## config.mk

```make
export PLATFORM = sky130hd
export DESIGN_NAME = qdr_flash_read
export DESIGN_NICKNAME = d
export VERILOG_FILES = /design/src/include/qdr_pkg.sv /design/src/rtl/qdr_flash_read.sv /design/src/rtl/qdr_buf.sv
export VERILOG_INCLUDE_DIRS = /design/src /design/src/include
export SDC_FILE = /design/constraint.sdc
export NUM_CORES = 1
export LEC_CHECK = 0
export BUFFER_PORTS_ARGS = -buffer_cell sky130_fd_sc_hd__buf_4
export CAP_MARGIN = 20
export CORE_ASPECT_RATIO = 0.7
export CORE_MARGIN = 10
export CORE_UTILIZATION = 45
export CTS_BUF_LIST = sky130_fd_sc_hd__clkbuf_8
export CTS_CLUSTER_SIZE = 30
export DETAILED_ROUTE_END_ITERATION = 10
export HOLD_SLACK_MARGIN = 0.05
export MAX_ROUTING_LAYER = met4
export PLACE_DENSITY = 0.66
export SLEW_MARGIN = 20
export SYNTH_ARGS = -nofsm -noshare
export SYNTH_HDL_FRONTEND = slang
export SYNTH_HIERARCHICAL = 1
export SYNTH_SLANG_ARGS = --single-unit
```

## constraint.sdc

```tcl
create_clock -name clk -period 3.15 [get_ports clk]
set_clock_uncertainty 0.2 [all_clocks]
set_input_delay 0.63 -clock clk [delete_from_list [all_inputs] [get_ports clk]]
set_output_delay 0.63 -clock clk [all_outputs]
set_load 0.03 [all_outputs]
```

## src/include/qdr_map.svh

```systemverilog
`ifndef QDR_MAP_SVH
`define QDR_MAP_SVH

// command opcodes
`define QDR_OP_QUAD_OUT        8'h6B
`define QDR_OP_QUAD_OUT_WIDE   8'h6C
`define QDR_OP_DUAL_IO         8'hBB
`define QDR_OP_DUAL_IO_WIDE    8'hBC

// mode byte upper nibble that keeps continuous read alive
`define QDR_MODE_CONT          4'hA

// configuration register one fields
`define QDR_CFG_QUAD_BIT       1
`define QDR_CFG_LAT_HI         7
`define QDR_CFG_LAT_LO         6

// serial clock cycle counts per phase
`define QDR_OPC_CYC            6'h08
`define QDR_ADDR_CYC_1L_3B     6'h18
`define QDR_ADDR_CYC_1L_4B     6'h20
`define QDR_ADDR_CYC_2L_3B     6'h0C
`define QDR_ADDR_CYC_2L_4B     6'h10
`define QDR_MODE_CYC           6'h04

// dummy cycles per latency code (plain defaults)
`define QDR_QO_DUMMY_LC0       6'h08
`define QDR_QO_DUMMY_LC1       6'h08
`define QDR_QO_DUMMY_LC2       6'h08
`define QDR_QO_DUMMY_LC3       6'h00
`define QDR_DIO_DUMMY_LC0      6'h04
`define QDR_DIO_DUMMY_LC1      6'h04
`define QDR_DIO_DUMMY_LC2      6'h04
`define QDR_DIO_DUMMY_LC3      6'h00

// data lane groups left after the first of each byte
`define QDR_GRP_QUAD           2'h1
`define QDR_GRP_DUAL           2'h3

// lane enables while returning data
`define QDR_OE_QUAD            4'hF
`define QDR_OE_DUAL            4'h3

// array address width and buffer shape
`define QDR_ADDR_W             25
`define QDR_BYTE_W             8
`define QDR_BUF_DEPTH          2

`endif

```

## src/include/qdr_pkg.sv

```systemverilog
package qdr_pkg;

   // serial protocol phases
   typedef enum logic [2:0] {
      ST_IDLE,
      ST_OPC,
      ST_ADDR,
      ST_MODE,
      ST_DUMMY,
      ST_DATA,
      ST_IGN
   } qdr_state_t;

endpackage

```

## src/rtl/qdr_flash_read.sv

```systemverilog
`timescale 1ns/1ps
`include "qdr_map.svh"

module qdr_flash_read import qdr_pkg::*; (
   input  wire logic                   clk,
   input  wire logic                   reset,
   input  wire logic                   sck_pin,          // serial clock from host
   input  wire logic                   cs_n_pin,         // chip select, low active
   input  wire logic [3:0]             io_in,            // data lines seen at pins
   output logic      [3:0]             io_out,           // data lines driven
   output logic      [3:0]             io_oe,            // high while driving a lane
   input  wire logic [7:0]             configuration_register_one,
   input  wire logic                   extended_address_bit,
   input  wire logic                   enhanced_latency_table,
   output logic      [`QDR_ADDR_W-1:0] arr_addr,         // address of next array byte
   output logic                        arr_en,           // array may stream bytes
   input  wire logic                   arr_valid,
   output logic                        arr_ready,
   input  wire logic [7:0]             arr_data,
   output logic                        execute_in_place  // continuous read armed
);

   // pin synchronisers, first stage feeds only the second
   logic             sck_s1_r, sck_s2_r, sck_s3_r;
   logic             cs_s1_r, cs_s2_r, cs_s3_r;
   logic [3:0]       io_s1_r, io_s2_r;
   logic             sck_rise, sck_fall, cs_fall, cs_rise;

   qdr_state_t       st_r;             // protocol phase
   logic [5:0]       cnt_r;            // serial clocks in current phase
   logic [7:0]       op_r;             // opcode shifter
   logic [31:0]      addr_r;           // address shifter
   logic [7:0]       mode_r;           // mode byte shifter
   logic             quad_r;           // quad output read in progress
   logic             wide_r;           // four byte address
   logic             mode_hit_r;       // mode upper nibble matched
   logic             cont_r;           // opcode skipped on next frame
   logic [`QDR_ADDR_W-1:0] arr_addr_r;
   logic [3:0]       io_out_r;
   logic [3:0]       io_oe_r;
   logic [7:0]       sh_r;             // byte being shifted out
   logic [1:0]       grp_r;            // lane groups still in sh_r

   logic [7:0]       op_nxt;
   logic [31:0]      addr_nxt;
   logic [7:0]       mode_nxt;
   logic [5:0]       addr_cyc;
   logic [5:0]       dummy_cyc;
   logic [1:0]       lat_code;
   logic             addr_done;
   logic             pop;
   logic             arr_fire;
   logic             buf_in_ready, buf_out_valid;
   logic [7:0]       buf_out_data;

   // sample the host pins, sck and cs get a third stage for edges
   always_ff @(posedge clk) begin
      if (reset) begin
         sck_s1_r <= 1'b0;
         sck_s2_r <= 1'b0;
         sck_s3_r <= 1'b0;
         cs_s1_r  <= 1'b1;
         cs_s2_r  <= 1'b1;
         cs_s3_r  <= 1'b1;
         io_s1_r  <= 4'h0;
         io_s2_r  <= 4'h0;
      end else begin
         sck_s1_r <= sck_pin;
         sck_s2_r <= sck_s1_r;
         sck_s3_r <= sck_s2_r;
         cs_s1_r  <= cs_n_pin;
         cs_s2_r  <= cs_s1_r;
         cs_s3_r  <= cs_s2_r;
         io_s1_r  <= io_in;
         io_s2_r  <= io_s1_r;
      end
   end

   // serial events, edges seen only while selected
   assign sck_rise = sck_s2_r && !sck_s3_r && !cs_s2_r;
   assign sck_fall = !sck_s2_r && sck_s3_r && !cs_s2_r;
   assign cs_fall  = !cs_s2_r && cs_s3_r;
   assign cs_rise  = cs_s2_r && !cs_s3_r;

   // shifter next values, dual lanes put the higher bit on line 1
   assign op_nxt   = {op_r[6:0], io_s2_r[0]};
   assign addr_nxt = quad_r ? {addr_r[30:0], io_s2_r[0]}
                            : {addr_r[29:0], io_s2_r[1], io_s2_r[0]};
   assign mode_nxt = {mode_r[5:0], io_s2_r[1], io_s2_r[0]};
   assign lat_code = configuration_register_one[`QDR_CFG_LAT_HI:`QDR_CFG_LAT_LO];

   // address length per command and addressing mode
   always_comb begin
      if (quad_r) begin
         addr_cyc = wide_r ? `QDR_ADDR_CYC_1L_4B : `QDR_ADDR_CYC_1L_3B;
      end else begin
         addr_cyc = wide_r ? `QDR_ADDR_CYC_2L_4B : `QDR_ADDR_CYC_2L_3B;
      end
   end

   // dummy count from the latency code
   always_comb begin
      case ({quad_r, lat_code})
         3'h4:    dummy_cyc = `QDR_QO_DUMMY_LC0;
         3'h5:    dummy_cyc = `QDR_QO_DUMMY_LC1;
         3'h6:    dummy_cyc = `QDR_QO_DUMMY_LC2;
         3'h7:    dummy_cyc = `QDR_QO_DUMMY_LC3;
         3'h0:    dummy_cyc = `QDR_DIO_DUMMY_LC0;
         3'h1:    dummy_cyc = `QDR_DIO_DUMMY_LC1;
         3'h2:    dummy_cyc = `QDR_DIO_DUMMY_LC2;
         default: dummy_cyc = `QDR_DIO_DUMMY_LC3;
      endcase
   end

   assign addr_done = (st_r == ST_ADDR) && sck_rise && !cs_rise
                      && (cnt_r == addr_cyc - 6'h01);

   // protocol phase machine, select rise wins over everything
   always_ff @(posedge clk) begin
      if (reset) begin
         st_r       <= ST_IDLE;
         cnt_r      <= 6'h00;
         op_r       <= 8'h00;
         addr_r     <= 32'h0000_0000;
         mode_r     <= 8'h00;
         quad_r     <= 1'b0;
         wide_r     <= 1'b0;
         mode_hit_r <= 1'b0;
      end else if (cs_rise) begin
         st_r <= ST_IDLE;
      end else if (cs_fall) begin
         // a continuous frame starts straight at the address
         st_r       <= cont_r ? ST_ADDR : ST_OPC;
         cnt_r      <= 6'h00;
         addr_r     <= 32'h0000_0000;
         mode_hit_r <= 1'b0;
         if (cont_r) begin
            quad_r <= 1'b0;
         end
      end else if (sck_rise) begin
         case (st_r)
            ST_OPC: begin
               op_r  <= op_nxt;
               cnt_r <= cnt_r + 6'h01;
               if (cnt_r == `QDR_OPC_CYC - 6'h01) begin
                  cnt_r <= 6'h00;
                  if ((op_nxt == `QDR_OP_QUAD_OUT || op_nxt == `QDR_OP_QUAD_OUT_WIDE)
                      && configuration_register_one[`QDR_CFG_QUAD_BIT]) begin
                     st_r   <= ST_ADDR;
                     quad_r <= 1'b1;
                     wide_r <= (op_nxt == `QDR_OP_QUAD_OUT_WIDE)
                               || extended_address_bit;
                  end else if (op_nxt == `QDR_OP_DUAL_IO
                               || op_nxt == `QDR_OP_DUAL_IO_WIDE) begin
                     st_r   <= ST_ADDR;
                     quad_r <= 1'b0;
                     wide_r <= (op_nxt == `QDR_OP_DUAL_IO_WIDE)
                               || extended_address_bit;
                  end else begin
                     st_r <= ST_IGN;  // other commands are not ours
                  end
               end
            end
            ST_ADDR: begin
               addr_r <= addr_nxt;
               cnt_r  <= cnt_r + 6'h01;
               if (addr_done) begin
                  cnt_r <= 6'h00;
                  if (!quad_r && enhanced_latency_table) begin
                     st_r <= ST_MODE;
                  end else begin
                     // no mode cycles for quad output, nor for dual without the enhanced table
                     st_r <= (dummy_cyc == 6'h00) ? ST_DATA : ST_DUMMY;
                  end
               end
            end
            ST_MODE: begin
               mode_r <= mode_nxt;
               cnt_r  <= cnt_r + 6'h01;
               if (cnt_r == `QDR_MODE_CYC - 6'h01) begin
                  cnt_r      <= 6'h00;
                  mode_hit_r <= (mode_nxt[7:4] == `QDR_MODE_CONT);
                  st_r       <= (dummy_cyc == 6'h00) ? ST_DATA : ST_DUMMY;
               end
            end
            ST_DUMMY: begin
               // line values are not looked at here
               cnt_r <= cnt_r + 6'h01;
               if (cnt_r == dummy_cyc - 6'h01) begin
                  cnt_r <= 6'h00;
                  st_r  <= ST_DATA;
               end
            end
            default: begin
               st_r <= st_r;
            end
         endcase
      end
   end

   // continuous mode is decided at each select rise; a frame that
   // ends before data (short frame, or no valid sequence) drops it
   always_ff @(posedge clk) begin
      if (reset) begin
         cont_r <= 1'b0;
      end else if (cs_rise) begin
         cont_r <= (st_r == ST_DATA) && mode_hit_r && !quad_r;
      end
   end

   // array address loads after the address phase, then counts bytes
   assign arr_fire = arr_valid && arr_ready;
   always_ff @(posedge clk) begin
      if (reset) begin
         arr_addr_r <= '0;
      end else if (addr_done) begin
         arr_addr_r <= addr_nxt[`QDR_ADDR_W-1:0];
      end else if (arr_fire) begin
         // natural overflow wraps the top address to zero
         arr_addr_r <= arr_addr_r + 1'b1;
      end
   end

   assign arr_en    = (st_r == ST_MODE) || (st_r == ST_DUMMY) || (st_r == ST_DATA);
   assign arr_ready = arr_en && buf_in_ready;
   assign pop       = (st_r == ST_DATA) && sck_fall && !cs_rise && (grp_r == 2'h0);

   // the shifter only pops when a byte is due, so the buffer fills
   qdr_buf #(
      .WIDTH (`QDR_BYTE_W),
      .DEPTH (`QDR_BUF_DEPTH)
   ) u_buf (
      .clk       (clk),
      .reset     (reset),
      .flush     (cs_rise || addr_done),
      .in_valid  (arr_valid && arr_en),
      .in_ready  (buf_in_ready),
      .in_data   (arr_data),
      .out_valid (buf_out_valid),
      .out_ready (pop),
      .out_data  (buf_out_data)
   );

   // data return on falling edges, msb first across active lanes;
   // an empty buffer zeroes only the first lane group, the rest shifts out stale storage; the array must keep up
   always_ff @(posedge clk) begin
      if (reset) begin
         io_out_r <= 4'h0;
         io_oe_r  <= 4'h0;
         sh_r     <= 8'h00;
         grp_r    <= 2'h0;
      end else if (cs_rise || st_r != ST_DATA) begin
         io_oe_r <= 4'h0;
         grp_r   <= 2'h0;
      end else if (sck_fall) begin
         if (quad_r) begin
            io_oe_r <= `QDR_OE_QUAD;
            if (grp_r == 2'h0) begin
               io_out_r <= buf_out_valid ? buf_out_data[7:4] : 4'h0;
               sh_r     <= {buf_out_data[3:0], 4'h0};
               grp_r    <= `QDR_GRP_QUAD;
            end else begin
               io_out_r <= sh_r[7:4];
               sh_r     <= {sh_r[3:0], 4'h0};
               grp_r    <= grp_r - 2'h1;
            end
         end else begin
            io_oe_r <= `QDR_OE_DUAL;
            if (grp_r == 2'h0) begin
               io_out_r <= {2'h0, buf_out_valid ? buf_out_data[7:6] : 2'h0};
               sh_r     <= {buf_out_data[5:0], 2'h0};
               grp_r    <= `QDR_GRP_DUAL;
            end else begin
               io_out_r <= {2'h0, sh_r[7:6]};
               sh_r     <= {sh_r[5:0], 2'h0};
               grp_r    <= grp_r - 2'h1;
            end
         end
      end
   end

   assign io_out           = io_out_r;
   assign io_oe            = io_oe_r;
   assign arr_addr         = arr_addr_r;
   assign execute_in_place = cont_r;
endmodule // qdr_flash_read

```

## src/rtl/qdr_buf.sv

```systemverilog
`timescale 1ns/1ps
`include "qdr_map.svh"

// small fifo between the array stream and the serial shifter
module qdr_buf import qdr_pkg::*; #(
   parameter int WIDTH = `QDR_BYTE_W,
   parameter int DEPTH = `QDR_BUF_DEPTH
) (
   input  wire logic             clk,
   input  wire logic             reset,
   input  wire logic             flush,     // drops all held words
   input  wire logic             in_valid,
   output logic                  in_ready,
   input  wire logic [WIDTH-1:0] in_data,
   output logic                  out_valid,
   input  wire logic             out_ready,
   output logic      [WIDTH-1:0] out_data
);

   localparam int PW = (DEPTH > 1) ? $clog2(DEPTH) : 1;

   logic [WIDTH-1:0] mem_r [DEPTH];   // storage
   logic [PW-1:0]    wr_ptr_r;        // write slot
   logic [PW-1:0]    rd_ptr_r;        // read slot
   logic [PW:0]      fill_r;          // words held
   logic             push;
   logic             pop;

   // full and empty come straight from the fill count
   // compare at the count's own width, a narrower cast would alias full to empty
   assign in_ready  = (fill_r != (PW+1)'(DEPTH)) && !flush;
   assign out_valid = (fill_r != '0);
   assign out_data  = mem_r[rd_ptr_r];
   assign push      = in_valid && in_ready;
   assign pop       = out_valid && out_ready && !flush;

   // storage write, no reset needed for data
   always_ff @(posedge clk) begin
      if (push) begin
         mem_r[wr_ptr_r] <= in_data;
      end
   end

   // pointers wrap at depth
   always_ff @(posedge clk) begin
      if (reset || flush) begin
         wr_ptr_r <= '0;
         rd_ptr_r <= '0;
      end else begin
         if (push) begin
            wr_ptr_r <= (wr_ptr_r == PW'(DEPTH - 1)) ? '0 : wr_ptr_r + 1'b1;
         end
         if (pop) begin
            rd_ptr_r <= (rd_ptr_r == PW'(DEPTH - 1)) ? '0 : rd_ptr_r + 1'b1;
         end
      end
   end

   // fill count follows push and pop together
   always_ff @(posedge clk) begin
      if (reset || flush) begin
         fill_r <= '0;
      end else if (push && !pop) begin
         fill_r <= fill_r + 1'b1;
      end else if (pop && !push) begin
         fill_r <= fill_r - 1'b1;
      end
   end

endmodule // qdr_buf

```

==> qor.csv <==
metric;value;unit
outcome;completed;
wire_per_inst;16.7;um
worst_pin_slew;679;ps
grt_use_total;0.177;
cp_max_fo;5;
stdcell_area;6970;um2
avgSynthCellArea;8.66;um2
synthArstFlopShare;0;
leakagePower;2.56;nW
synthToLayoutAreaGrowth;16.5;%
yosysTopAreaCell;dfxtp_1;
cp-end-kind;primary output;
drc;0;
grt_pass1_vias;5091;
hold_class;input pin to register;
finalHoldViolCount;0;
clockRootBuffer;clkbuf_8;
synth_top_area_share;0.348;
final_common_cell;dfxtp_1;
grt_overflow_total;0;
cap_violations;0;
ios;63;
die_area;18400;um2
critPathSlowestCell;or3b_4;
dp.cells;893;
num_rows;35;
drive_above_1_share;0.188;
antenna_found_initial;0;
final_cell_mix;dfxtp_1 (102), nor2_1 (88), buf_4 (81);
rr_worst_depth;10;
vdd_ir_drop_max;0.000254;V
die_h;116;um
path_delay_family;simple AND/OR/NAND/NOR gates;
fin_util;0.532;
cts_buffers;17;
worstReg2RegStart;cs_s3_r;
gp_congestion;0.913;
synth_nets;724;
start_util;0.456;
fin_crit;3070;ps
clockBufferDepth;2;
ys_seq_area_frac;0.429;
reg2reg_to;u_buf/fill_r[1];
p_per_area;420;nW/um2
clock-sinks;120;
drt_pass1_iterations;5;
h-tree-depth;4;
viasPerCell;5.81;
whs;177;ps
drt-initial-drc-count;402;
met3_usage;0.0482;
ys_ff_latch;120;
r2r_setup_slack;210;ps
ys_warn_count;6;
grt_max_degree;60;
syn_area;5980;um2
cp_num_buf_inv;1;
core_area;13100;um2
route.vias.total;5391;
cp_data_required_time;2320;ps
syn-instance-count;690;
cp_cell_sequence;or3b_4 > nor4b_4 > o211ai_1 > nand2b_1 > nor2_1 > and2_1 > buf_4;
cp-endpoint;arr_ready;
grt_pass1_wl;25.6;mm
fill_cells;1205;
met2_usage;0.260;
worstSetupPathType;register to primary output;
synth_edf_count;16;
cp-start-kind;register;
hp-start;cs_n_pin;
die_w;158;um
synthTopCellsByArea;dfxtp_1 (35%), edfxtp_1 (8.0%), mux2i_1 (6.5%);
cts_tree;done;
critPathMaxStageDelay;460;ps
grt_use_met1;0.235;
nets;783;
drtAntennaViolNets;0;
top_usage_layer;met2;
clock_latency;430;ps
ys_types;69;
crit_start;cs_s2_r;
synthFlopType;dfxtp_1;
hpwl;11.0;mm
cp.arrival;2240;ps
placed_cell_area;6600;um2
relSlewSlack;0.542;
routed_wl;15.5;mm
period_share;0.973;
fmax;326;MHz
report.final.slew_viol_count;0;
setup_viol;0;
tns;0;ps
antenna_cells;0;
cp.depth;7;
fin_cells;928;
clkTransAtPathRegs;80;ps
io_buffers;55;
metal layers:
metal,vias up,share of wire
met3,13,0.075
met1,2564,0.49
met5,-,0
met2,190,0.43
met4,0,0.0065
li1,2624,-
timing repair:
action | in CTS | in global routing
pin swaps | 0 | 2
endpoints found under the hold margin | 0 | 0
endpoints found under the setup margin | 1 | 2
hold buffers | 0 | 0
buffers inserted | 1 | 2
gates resized for setup | 1 | 1
cell usage after synthesis, drive strengths merged (3+ instances only):
master and instances:
and3b 3, nor3 33, nor4 3, edfxtp 16, mux2i 39, xnor2 7
nand3 27, o211a 3, buf 9, and4 3, or2 11, mux2 10
ha 7, a21oi 68, nand3b 7, a311oi 3, a31oi 7, nand2 48
o22ai 3, nand2b 8, or4 4, inv 11, nand4 10, and3 6
nor2 88, nor3b 5, o21ai 26, xor2 6, a211oi 7, o32a 7
o211ai 10, clkbuf 32, nor2b 13, or3 7, and2 9, o21a 3
dfxtp 104
stage by stage:
stage | setup WS (ps) | power (mW)
5_1_grt | -28.3 | 3.03
3_5_place_dp | 125 | 1.76
4_1_cts | 27.6 | 2.95
2_1_floorplan | 0.615 | 1.70
3_3_place_gp | 228 | 1.75
6_report | 84.2 | 2.92
cell type report:
type	count	area [um2]	share of cell area
Multi-Input combinational cell	517	3200	0.459
Clock buffer	17	234	0.0336
Tap cell	166	208	0.0298
Inverter	12	45.0	0.00647
Sequential cell	120	2560	0.368
Clock inverter	15	105	0.0151
Timing Repair Buffer	81	608	0.0873
registers in the layout, indices dropped and copies added, names as in the netlist, 4 cells and up, named ones only:
signal and count:
io_out 4, arr_addr 25, op_r 7, u_buf/mem_r 16, sh_r 6, cnt_r 6
addr_r 24, mode_r 6
how the worst min path moves through the flow:
stage               slack, ps                 to  depth (start not counted)
floorplan                 190            cs_s2_r                          1
detailed placement        220            cs_s2_r                          1
global placement          200            cs_s2_r                          1
global route              160  u_buf/mem_r[0][5]                          1
finish                    180            cs_s1_r                          2
CTS                       160            cs_s1_r                          2
cells by family (layout without fill, tap and decap cells):
family | after synthesis | in the layout | synth area share
flip-flops | 120 | 120 | 0.429
AND/OR/NAND/NOR | 291 | 291 | 0.248
adder cells (fa/ha/maj) | 7 | 7 | 0.0147
AO/OA/AOI/OAI | 157 | 157 | 0.169
XOR/XNOR | 13 | 13 | 0.0190
multiplexers | 49 | 49 | 0.0842
buffers and inverters | 53 | 125 | 0.0368
power breakdown:
part / internal (mW) / switching [mW]
Sequential: 1.56 / 0.0158
Clock: 0.539 / 0.659
Combinational: 0.0579 / 0.0916
Note: power is estimated with default switching activity, not from simulation.
